**config.mk**
```make
export PLATFORM = sky130hd
export DESIGN_NAME = lcd_panel_timing_config
export DESIGN_NICKNAME = d
export VERILOG_FILES = /design/src/core/lcd_timing_pkg.sv /design/src/core/pixel_skid_buffer.sv /design/src/core/lcd_panel_timing_config.sv
export SDC_FILE = /design/constraint.sdc
export NUM_CORES = 1
export LEC_CHECK = 0
export BUFFER_PORTS_ARGS = -buffer_cell sky130_fd_sc_hd__buf_2
export CAP_MARGIN = 25
export CORE_MARGIN = 2
export CORE_UTILIZATION = 50
export DETAILED_ROUTE_END_ITERATION = 10
export GPL_ROUTABILITY_DRIVEN = 0
export PLACE_DENSITY_LB_ADDON = 0.25
export SYNTH_ARGS = -nofsm -noshare
export SYNTH_HDL_FRONTEND = slang
export SYNTH_SLANG_ARGS = --single-unit
```
**constraint.sdc**
```tcl
create_clock -name ref_clk -period 4.71 [get_ports ref_clk]
set_input_delay 0.2355 -clock ref_clk [delete_from_list [all_inputs] [get_ports ref_clk]]
set_output_delay 0.2355 -clock ref_clk [all_outputs]
set_load 0.02 [all_outputs]
```
**src/core/lcd_timing_pkg.sv**
```systemverilog
`default_nettype none
package lcd_timing_pkg;
    // ------------------------------------------------------------------
    // Register map (byte addresses, word aligned)
    // ------------------------------------------------------------------
    localparam logic [4:0] OFS_MODE   = 5'h00;
    localparam logic [4:0] OFS_BYTES  = 5'h04;
    localparam logic [4:0] OFS_ROWS   = 5'h08;
    localparam logic [4:0] OFS_PULSE  = 5'h0C;
    localparam logic [4:0] OFS_DIV    = 5'h10;
    localparam logic [4:0] OFS_STATUS = 5'h14;

    // ------------------------------------------------------------------
    // Mode code fields
    // ------------------------------------------------------------------
    localparam int MODE_WIDE_BIT = 2;
    localparam int MODE_GRAY_BIT = 3;
    localparam int MODE_OR_BIT   = 4;
    localparam int MODE_DUAL_BIT = 5;
    localparam int MODE_EN_BIT   = 7;

    // ------------------------------------------------------------------
    // Reset values and counts
    // ------------------------------------------------------------------
    localparam logic [7:0] RST_MODE  = 8'h00;
    localparam logic [7:0] RST_BYTES = 8'h27;
    localparam logic [9:0] RST_ROWS  = 10'h0EF;
    localparam logic [7:0] RST_PULSE = 8'h29;
    localparam logic [7:0] RST_DIV   = 8'h00;
    localparam logic [8:0] DIV_BASE  = 9'h002;
    localparam logic [1:0] GAP_HALVES = 2'h1;

    // Status fields
    localparam int ST_ROW_LSB   = 0;
    localparam int ST_ACTIVE    = 16;
    localparam int ST_UNDERRUN  = 17;

    // Pulse width adjust: plus half, minus half, or none
    typedef enum logic [1:0] {ADJ_PLUS, ADJ_MINUS, ADJ_NONE} adj_t;
endpackage
`default_nettype wire

```
**src/core/pixel_skid_buffer.sv**
```systemverilog
`default_nettype none
module pixel_skid_buffer #(
    parameter int WIDTH = 8,
    parameter int DEPTH = 2
) (
    input  wire logic             clk,
    input  wire logic             rstSync_n,
    input  wire logic             inValid,
    output logic                  inReady,
    input  wire logic [WIDTH-1:0] inData,
    output logic                  outValid,
    input  wire logic             outReady,
    output logic      [WIDTH-1:0] outData
);
    localparam int PW = $clog2(DEPTH);

    logic [WIDTH-1:0] store [DEPTH];
    logic [PW:0]      count;
    logic [PW-1:0]    wrPtr;
    logic [PW-1:0]    rdPtr;
    logic             push;
    logic             pop;

    // ------------------------------------------------------------------
    // Handshake
    // ------------------------------------------------------------------
    assign inReady  = (count != (PW+1)'(DEPTH));
    assign outValid = (count != '0);
    assign push     = inValid & inReady;
    assign pop      = outValid & outReady;
    assign outData  = store[rdPtr];

    // Pointers wrap at depth; depth need not be a power of two
    always_ff @(posedge clk or negedge rstSync_n) begin
        if (!rstSync_n) begin
            count <= '0;
            wrPtr <= '0;
            rdPtr <= '0;
        end else begin
            if (push) begin
                wrPtr <= (wrPtr == PW'(DEPTH-1)) ? '0 : wrPtr + 1'b1;
            end
            if (pop) begin
                rdPtr <= (rdPtr == PW'(DEPTH-1)) ? '0 : rdPtr + 1'b1;
            end
            count <= count + (PW+1)'(push) - (PW+1)'(pop);
        end
    end

    // Storage needs no reset; valid gates it
    always_ff @(posedge clk) begin
        if (push) begin
            store[wrPtr] <= inData;
        end
    end
endmodule
`default_nettype wire

```
**src/core/lcd_panel_timing_config.sv**
```systemverilog
// Local design decisions: register access over Avalon-MM and the placing of the registers.
`default_nettype none
module lcd_panel_timing_config (
    input  wire logic        ref_clk,
    input  wire logic        rst_n,
    // Avalon-MM slave
    input  wire logic [4:0]  avs_address,
    input  wire logic        avs_read,
    input  wire logic        avs_write,
    input  wire logic [31:0] avs_writedata,
    output logic      [31:0] avs_readdata,
    output logic             avs_waitrequest,
    // Pixel byte stream from the fetch side
    input  wire logic        pixValid,
    output logic             pixReady,
    input  wire logic [7:0]  pixData,
    // Panel pins
    output logic             line_pulse,
    output logic             shift_clock,
    output logic             framePulse,
    output logic      [7:0]  panelData
);
    typedef enum {ST_IDLE, ST_PULSE, ST_GAP, ST_XFER} state_t;

    // ------------------------------------------------------------------
    // Mode decode helpers
    // ------------------------------------------------------------------
    // Shift clock half period in reference ticks (1, 2 or 4)
    function automatic logic [2:0] halfTicks(input logic [7:0] m);
        logic wide;
        logic gray;
        logic orf;
        logic dual;
        wide = m[lcd_timing_pkg::MODE_WIDE_BIT];
        gray = m[lcd_timing_pkg::MODE_GRAY_BIT];
        orf  = m[lcd_timing_pkg::MODE_OR_BIT];
        dual = m[lcd_timing_pkg::MODE_DUAL_BIT];
        if (dual) begin
            halfTicks = gray ? 3'h4 : 3'h2;
        end else if (orf) begin
            halfTicks = (gray | wide) ? 3'h4 : 3'h2;
        end else begin
            halfTicks = (gray | wide) ? 3'h2 : 3'h1;
        end
    endfunction

    function automatic lcd_timing_pkg::adj_t pulseAdj(input logic [7:0] m);
        logic wide;
        logic gray;
        logic orf;
        logic dual;
        wide = m[lcd_timing_pkg::MODE_WIDE_BIT];
        gray = m[lcd_timing_pkg::MODE_GRAY_BIT];
        orf  = m[lcd_timing_pkg::MODE_OR_BIT];
        dual = m[lcd_timing_pkg::MODE_DUAL_BIT];
        if (gray) begin
            pulseAdj = lcd_timing_pkg::ADJ_PLUS;
        end else if (dual | (orf & ~wide)) begin
            pulseAdj = lcd_timing_pkg::ADJ_MINUS;
        end else if (orf) begin
            pulseAdj = lcd_timing_pkg::ADJ_NONE;
        end else begin
            pulseAdj = lcd_timing_pkg::ADJ_PLUS;
        end
    endfunction

    // Binary 4-bit single scan: one byte spans two shift clocks
    function automatic logic splitByte(input logic [7:0] m);
        splitByte = ~m[lcd_timing_pkg::MODE_WIDE_BIT] & ~m[lcd_timing_pkg::MODE_GRAY_BIT]
                  & ~m[lcd_timing_pkg::MODE_DUAL_BIT];
    endfunction

    // ------------------------------------------------------------------
    // Reset release
    // ------------------------------------------------------------------
    logic rstMeta_n;
    logic rstSync_n;

    always_ff @(posedge ref_clk or negedge rst_n) begin
        if (!rst_n) begin
            rstMeta_n <= 1'b0;
            rstSync_n <= 1'b0;
        end else begin
            rstMeta_n <= 1'b1;
            rstSync_n <= rstMeta_n;
        end
    end

    // ------------------------------------------------------------------
    // Register file
    // ------------------------------------------------------------------
    logic [7:0] display_mode_code;
    logic [7:0] line_byte_count;
    logic [9:0] rows_per_frame;
    logic [7:0] line_pulse_width;
    logic [7:0] reference_clock_divider;
    logic       busAck;
    logic       underrun;
    logic       underrunEvent;
    logic [9:0] rowCount;
    state_t     state;
    logic       wrStrobe;

    // One wait cycle per access keeps read data registered
    assign avs_waitrequest = (avs_read | avs_write) & ~busAck;
    assign wrStrobe        = avs_write & busAck;

    always_ff @(posedge ref_clk or negedge rstSync_n) begin
        if (!rstSync_n) begin
            busAck <= 1'b0;
        end else begin
            busAck <= (avs_read | avs_write) & ~busAck;
        end
    end

    // Config writes; fields sit in low bits, upper bits ignored
    always_ff @(posedge ref_clk or negedge rstSync_n) begin
        if (!rstSync_n) begin
            display_mode_code       <= lcd_timing_pkg::RST_MODE;
            line_byte_count         <= lcd_timing_pkg::RST_BYTES;
            rows_per_frame          <= lcd_timing_pkg::RST_ROWS;
            line_pulse_width        <= lcd_timing_pkg::RST_PULSE;
            reference_clock_divider <= lcd_timing_pkg::RST_DIV;
        end else if (wrStrobe) begin
            unique case (avs_address)
                lcd_timing_pkg::OFS_MODE:  display_mode_code       <= avs_writedata[7:0];
                lcd_timing_pkg::OFS_BYTES: line_byte_count         <= avs_writedata[7:0];
                lcd_timing_pkg::OFS_ROWS:  rows_per_frame          <= avs_writedata[9:0];
                lcd_timing_pkg::OFS_PULSE: line_pulse_width        <= avs_writedata[7:0];
                lcd_timing_pkg::OFS_DIV:   reference_clock_divider <= avs_writedata[7:0];
                default: ;
            endcase
        end
    end

    // Sticky underrun, write one to clear; a new event beats the clear
    always_ff @(posedge ref_clk or negedge rstSync_n) begin
        if (!rstSync_n) begin
            underrun <= 1'b0;
        end else if (underrunEvent) begin
            underrun <= 1'b1;
        end else if (wrStrobe && avs_address == lcd_timing_pkg::OFS_STATUS
                     && avs_writedata[lcd_timing_pkg::ST_UNDERRUN]) begin
            underrun <= 1'b0;
        end
    end

    // Read data loaded in the wait cycle, stands at the accepting edge
    always_ff @(posedge ref_clk or negedge rstSync_n) begin
        if (!rstSync_n) begin
            avs_readdata <= 32'h0000_0000;
        end else if (avs_read && !busAck) begin
            unique case (avs_address)
                lcd_timing_pkg::OFS_MODE:  avs_readdata <= {24'h000000, display_mode_code};
                lcd_timing_pkg::OFS_BYTES: avs_readdata <= {24'h000000, line_byte_count};
                lcd_timing_pkg::OFS_ROWS:  avs_readdata <= {22'h000000, rows_per_frame};
                lcd_timing_pkg::OFS_PULSE: avs_readdata <= {24'h000000, line_pulse_width};
                lcd_timing_pkg::OFS_DIV:   avs_readdata <= {24'h000000, reference_clock_divider};
                lcd_timing_pkg::OFS_STATUS: begin
                    avs_readdata <= 32'h0000_0000;
                    avs_readdata[lcd_timing_pkg::ST_ROW_LSB +: 10] <= rowCount;
                    avs_readdata[lcd_timing_pkg::ST_ACTIVE]        <= (state != ST_IDLE);
                    avs_readdata[lcd_timing_pkg::ST_UNDERRUN]      <= underrun;
                end
                default: avs_readdata <= 32'h0000_0000;
            endcase
        end
    end

    // ------------------------------------------------------------------
    // Pixel buffer
    // ------------------------------------------------------------------
    logic       bufValid;
    logic       bufReady;
    logic [7:0] bufData;

    // A stalled panel side backs up into the fetch side, no byte lost
    pixel_skid_buffer #(
        .WIDTH (8),
        .DEPTH (2)
    ) u_buffer (
        .clk       (ref_clk),
        .rstSync_n (rstSync_n),
        .inValid   (pixValid),
        .inReady   (pixReady),
        .inData    (pixData),
        .outValid  (bufValid),
        .outReady  (bufReady),
        .outData   (bufData)
    );

    // ------------------------------------------------------------------
    // Tick dividers
    // ------------------------------------------------------------------
    logic [8:0] refCount;
    logic [8:0] refRatio;
    logic       refTick;
    logic [2:0] halfCount;
    logic       halfTick;
    logic       enabled;

    assign enabled  = display_mode_code[lcd_timing_pkg::MODE_EN_BIT];
    assign refRatio = lcd_timing_pkg::DIV_BASE + {1'b0, reference_clock_divider};
    assign refTick  = enabled && (refCount == refRatio - 9'h001);
    assign halfTick = refTick && (halfCount == halfTicks(display_mode_code) - 3'h1);

    // Reference clock enable from the input clock
    always_ff @(posedge ref_clk or negedge rstSync_n) begin
        if (!rstSync_n) begin
            refCount <= '0;
        end else if (!enabled || refTick) begin
            refCount <= '0;
        end else begin
            refCount <= refCount + 9'h001;
        end
    end

    // Half shift-clock enable from the reference clock
    always_ff @(posedge ref_clk or negedge rstSync_n) begin
        if (!rstSync_n) begin
            halfCount <= '0;
        end else if (!enabled || halfTick) begin
            halfCount <= '0;
        end else if (refTick) begin
            halfCount <= halfCount + 3'h1;
        end
    end

    // ------------------------------------------------------------------
    // Line sequencer
    // ------------------------------------------------------------------
    logic [10:0] pulseHalves;
    logic [10:0] phaseCount;
    logic [8:0]  beatTotal;
    logic [8:0]  beatCount;
    logic        clkHigh;
    logic        lowNibble;
    logic        beatStart;
    logic        lastBeat;
    logic        lastRow;

    // Width parameter is twice the field; pulse in half shift clocks
    always_comb begin
        pulseHalves = {1'b0, line_pulse_width, 2'b00};
        unique case (pulseAdj(display_mode_code))
            lcd_timing_pkg::ADJ_PLUS:  pulseHalves = pulseHalves + 11'h001;
            lcd_timing_pkg::ADJ_MINUS: pulseHalves = (pulseHalves == '0) ? 11'h001
                                                    : pulseHalves - 11'h001;
            lcd_timing_pkg::ADJ_NONE:  pulseHalves = (pulseHalves == '0) ? 11'h001
                                                    : pulseHalves;
        endcase
    end

    // Shift clocks per line from the byte count
    assign beatTotal = splitByte(display_mode_code)
                     ? {line_byte_count, 1'b0} + 9'h002
                     : {1'b0, line_byte_count} + 9'h001;
    assign beatStart = (state == ST_XFER) && halfTick && !clkHigh;
    assign lastBeat  = (beatCount == beatTotal - 9'h001);
    assign lastRow   = (rowCount == rows_per_frame);
    // A byte leaves the buffer when its last nibble is shifted
    assign bufReady  = beatStart && bufValid
                     && (!splitByte(display_mode_code) || lowNibble);
    assign underrunEvent = (state == ST_XFER) && halfTick && !clkHigh && !bufValid;

    // Line: pulse, gap, transfer; frame is rows of lines
    always_ff @(posedge ref_clk or negedge rstSync_n) begin
        if (!rstSync_n) begin
            state      <= ST_IDLE;
            phaseCount <= '0;
        end else if (!enabled) begin
            state      <= ST_IDLE;
            phaseCount <= '0;
        end else if (halfTick) begin
            unique case (state)
                ST_IDLE: begin
                    state      <= ST_PULSE;
                    phaseCount <= '0;
                end
                ST_PULSE: begin
                    if (phaseCount == pulseHalves - 11'h001) begin
                        state      <= ST_GAP;
                        phaseCount <= '0;
                    end else begin
                        phaseCount <= phaseCount + 11'h001;
                    end
                end
                ST_GAP: begin
                    if (phaseCount == {9'h000, lcd_timing_pkg::GAP_HALVES} - 11'h001) begin
                        state      <= ST_XFER;
                        phaseCount <= '0;
                    end else begin
                        phaseCount <= phaseCount + 11'h001;
                    end
                end
                ST_XFER: begin
                    if (clkHigh && lastBeat) begin
                        state <= ST_PULSE;
                    end
                end
            endcase
        end
    end

    // Shift clock runs only in transfer; a missing byte holds it low
    always_ff @(posedge ref_clk or negedge rstSync_n) begin
        if (!rstSync_n) begin
            clkHigh   <= 1'b0;
            beatCount <= '0;
            lowNibble <= 1'b0;
        end else if (state != ST_XFER) begin
            clkHigh   <= 1'b0;
            beatCount <= '0;
            lowNibble <= 1'b0;
        end else if (halfTick) begin
            if (clkHigh) begin
                clkHigh   <= 1'b0;
                beatCount <= beatCount + 9'h001;
            end else if (bufValid) begin
                clkHigh   <= 1'b1;
                lowNibble <= splitByte(display_mode_code) & ~lowNibble;
            end
        end
    end

    // Row counter counts line pulses, wraps after the programmed rows
    always_ff @(posedge ref_clk or negedge rstSync_n) begin
        if (!rstSync_n) begin
            rowCount <= '0;
        end else if (!enabled) begin
            rowCount <= '0;
        end else if (halfTick && state == ST_XFER && clkHigh && lastBeat) begin
            rowCount <= lastRow ? 10'h000 : rowCount + 10'h001;
        end
    end

    // ------------------------------------------------------------------
    // Panel outputs, all from flip-flops
    // ------------------------------------------------------------------
    always_ff @(posedge ref_clk or negedge rstSync_n) begin
        if (!rstSync_n) begin
            line_pulse  <= 1'b0;
            shift_clock <= 1'b0;
            framePulse  <= 1'b0;
        end else begin
            line_pulse  <= (state == ST_PULSE);
            shift_clock <= clkHigh && (state == ST_XFER);
            framePulse  <= (state == ST_PULSE) && (rowCount == 10'h000);
        end
    end

    // Data changes only at the rising half, stable while clock high
    always_ff @(posedge ref_clk or negedge rstSync_n) begin
        if (!rstSync_n) begin
            panelData <= 8'h00;
        end else if (bufReady || (beatStart && bufValid)) begin
            if (display_mode_code[lcd_timing_pkg::MODE_WIDE_BIT]) begin
                panelData <= bufData;
            end else if (display_mode_code[lcd_timing_pkg::MODE_DUAL_BIT]) begin
                panelData <= bufData;
            end else if (splitByte(display_mode_code)) begin
                panelData <= {4'h0, lowNibble ? bufData[3:0] : bufData[7:4]};
            end else begin
                panelData <= {4'h0, bufData[3:0]};
            end
        end
    end
endmodule
`default_nettype wire

```
==> impl_results.md <==
- Status: finished, final reports clean
- RR Endpoint: phaseCount[1]
- Setup TNS: 0 ps
- RSZ-0062 raised after global routing: no
- Worst hold path type: input pin to flop
- Slowest-stage cell, CP: or4b_2
- Adder-cell area share of the yosys netlist: 0.0329
- R2R Setup Slk: 330 ps
- Mux cell area share after synthesis: 0.0828
- Max-cap violation count: 0
- CP most frequent cell: inv_1
- Total number of vias: 6990
- Sw Share: 0.320
- Sequential area share after synthesis: 0.397
- Post-synth top cells: 105 x dfrtp_1, 72 x nand2_1, 55 x nor2_1, 51 x mux2_2, 42 x o21ai_0
- Worst path max stage delay: 710 ps
- Clock Path Buffers: 2
- Initial Util: 0.509
- Area of the multi-input gates: 4840 um^2
- Global-route usage over all layers: 0.233
- Clk slew on worst S/H paths: 60 ps
- Switching power: 1.16 mW
- Final WS setup: 332 ps
- Biggest area consumer among synthesized cells: dfrtp_1
- Inst Count DP: 1130
- Area Overhead vs Synth: 11.7%
- Die Wd: 136 um
- Total grt overflow: 0
- Worst slew pin tran: 788 ps
- Vias/cell: 5.96
- Logic gate share of total power: 0.244
- Min cycle time layout: 4380 ps
- Core area: 17200 um^2
- Crit path buffers/inverters: 4
- CP Data Required Time: 5030 ps
- Initial antenna violation count: 0
- LEAKAGE: 4.18 nW
- Crit end category: flop
- Clock skew: 12.0 ps
- Die area: 18600 um^2
- PD cells: 370 nW/um^2
- Syn Inst Count: 894
- Post-synth top flop: dfrtp_1
- Maximum fanout along the worst path: 12
- Worst slack after detailed placement: 192 ps
- CP delay by family, top: compound AO/OA/AOI/OAI gates
- Most common cell in the netlist: dfrtp_1
- Share of cells above drive strength 1: 0.209
- Wirelength per Cell: 17.8 um
- Power Total: 3.62 mW
- Reg-to-reg startpoint: display_mode_code[4]
- Synth cell types: 87
- Flop pwr share: 0.397
- DRT iter0 DRCs: 550
- VDD IR max: 285 uV
- Synth Register Bits: 135
- Antenna fix cells: 0
- Final Setup Violations: 0
- Synthesized area: 8750 um^2
- Hold Startpoint: pixData[1]
- First-pass GRT wire length: 33.8 mm
- Max Fclk: 0.228 GHz
- DP Wirelength: 14.8 mm
- Root Driver: clkbuf_16
- Crit Path Category: flop to flop
- Finished Layout Cells: 1172
- Worst path depth: 15
- Largest net degree at the start of global routing: 50
- Drt first pass iters: 5
- Cts bufs inserted: 17
- Clock power share: 0.359
- Largest family of logic cells by synthesized area: simple AND/OR/NAND/NOR gates
- Worst path cell trace: inv_1, or4b_2, inv_1, ha_1, a311oi_2, ha_1, inv_1, a221oi_1, o211ai_4, or3_4, a211o_1, nand4_2, o211ai_4, buf_12, a32o_1
- Compound-Gate Fraction of Synth Area: 0.157
- ANT nets after route: 0
- CP Launch Point: display_mode_code[4]
- I/O Pins: 95
- Final WL: 20.8 mm
- Int Pwr: 2.46 mW
- Final Slew Violations: 0
- Post-synthesis simple-gate area fraction: 0.212
- Avg Cell Area, Syn: 9.78 um^2
- Clock net sink count: 135
- Max-Slew Margin vs Limit: 0.470
- Async S/R FF share, synth: 0.881
- Fin nets: 1007
- Clk Latency, worst-skew pair: 430 ps
- H-tree levels: 4
- Data arrival, critical path: 4700 ps
- XOR/XNOR share of the synthesized area: 0.0587
- Setup crit end: phaseCount[1]
- Share of the synthesized area in the top cell type: 0.300
- Die H: 136 um
- TritonCTS clock tree: yes
- Top cells by area, synth: dfrtp_1 30%, mux2_2 6.6%, edfxtp_1 5.5%
- Startpoint Class: flop
- Port Buffer Count: 53
- DRC viols: 0
- Final Hold Viols: 0
- Final Cycle Share: 0.930
- Vias in the first global route: 6594
- Site row count: 48
- Ys Warns: 0
- Post-synth EDFFs: 16
- Area occupied by registers: 3480 um^2
- FILL cells: 1502
- Reg2Reg Depth: 15
stage by stage:
step / area (um^2) / util / hold WS, ps
global placement: 9070 / 0.528 / 20.5
CTS: 9720 / 0.566 / 1.37
floorplan: 8820 / - / -60.1
finish: 9770 / 0.569 / 22.6
global route: 9770 / 0.569 / 0.863
detailed placement: 9070 / 0.528 / 22.0
cells in the final DEF, fill, tap and decap left out, types with 5 or more instances in the layout:
master	n
and4_1	5
a211o_1	5
nand3_1	35
dlygate4sd3_1	8
o31ai_1	6
clkbuf_16	18
nor4b_1	8
mux2_2	51
nand2_1	72
nand4_1	23
ha_1	23
or3_1	5
edfxtp_1	16
nand2b_1	16
nor4_1	10
and3_1	14
nor2b_1	16
buf_2	53
and2_1	16
xnor2_1	34
buf_4	16
nand4b_1	8
nor2_1	55
mux2i_1	6
inv_1	27
conb_1	21
o21ai_0	42
a21oi_1	19
dfstp_2	14
dfrtp_1	104
or2_2	5
a221o_1	9
a221oi_1	13
xor2_1	22
a31oi_1	18
nor3_1	18
a22o_1	8
timing repair:
| item | CTS | global route |
|---|---|---|
| endpoints found under the setup margin | 0 | 13 |
| endpoints found under the hold margin | 14 | 2 |
| hold buffers | 7 | 1 |
| buffers inserted | 0 | 2 |
| gates resized for setup | 0 | 1 |
worst min path at each step:
| stage | endpoint | slack [ps] | depth (start not counted) |
|---|---|---|---|
| 3_5_place_dp | rstMeta_n | 20 | 1 |
| 3_3_place_gp | rstMeta_n | 20 | 1 |
| 4_1_cts | u_buffer.store[1][6] | 1 | 1 |
| 5_1_grt | u_buffer.store[0][1] | 0.9 | 1 |
| 6_report | u_buffer.store[0][1] | 20 | 1 |
| 2_1_floorplan | rstMeta_n | -60 | 0 |
cell families (layout without fill, tap and decap cells):
group / count (synthesis) / count (layout)
adders and majority gates: 23 / 23
muxes: 61 / 61
other: 2 / 21
buffers and inverters: 103 / 137
xor gates and xnor gates: 57 / 57
AOI/OAI and AO/OA: 180 / 180
and+or+nand+nor: 333 / 333
DFF: 135 / 135
power groups by stage:
stage | registers (mW) | logic (mW) | clock network [mW]
2_1_floorplan | 1.39 | 0.746 | 0
3_3_place_gp | 1.45 | 0.855 | 0
3_5_place_dp | 1.46 | 0.869 | 0
4_1_cts | 1.44 | 0.879 | 1.31
5_1_grt | 1.45 | 0.974 | 1.36
6_report | 1.44 | 0.883 | 1.30
registers in the layout, summed over array words and instances (netlist names), 3 cells and up:
| register | cells |
|---|---|
| panelData | 8 |
| phaseCount | 11 |
| u_buffer.store | 16 |
| line_pulse_width | 8 |
| beatCount | 9 |
| rows_per_frame | 10 |
| display_mode_code | 8 |
| refCount | 9 |
| line_byte_count | 8 |
| avs_readdata | 12 |
| halfCount | 3 |
| rowCount | 10 |
| reference_clock_divider | 8 |
cell type report:
type | count | area share
clock buffers | 22 | 0.0497
repair buffers | 78 | 0.0497
inverters | 27 | 0.0104
flip-flops and latches | 135 | 0.356
clock inverters | 10 | 0.00986
well taps | 225 | 0.0288
multi-input cells | 675 | 0.495
metal layers:
layer	routed length, um	track usage	part of all wire	vias to the layer above
met3	933	0.0529	0.045	27
li1	-	-	-	3356
met4	328	0.0735	0.016	0
met5	0	0	0	-
met1	9590	0.314	0.46	3431
met2	9990	0.374	0.48	176
worst reg2reg max path, stage by stage, from the launching register on:
cell and delay [ps]:
dfrtp_1 390, inv_1 100, or4b_2 710, inv_1 80, ha_1 360, a311oi_2 320
ha_1 240, inv_1 80, a221oi_1 420, o211ai_4 180, or3_4 400, a211o_1 330
nand4_2 120, o211ai_4 130, buf_12 180, a32o_1 240
Power figures use the tool's default switching activity.
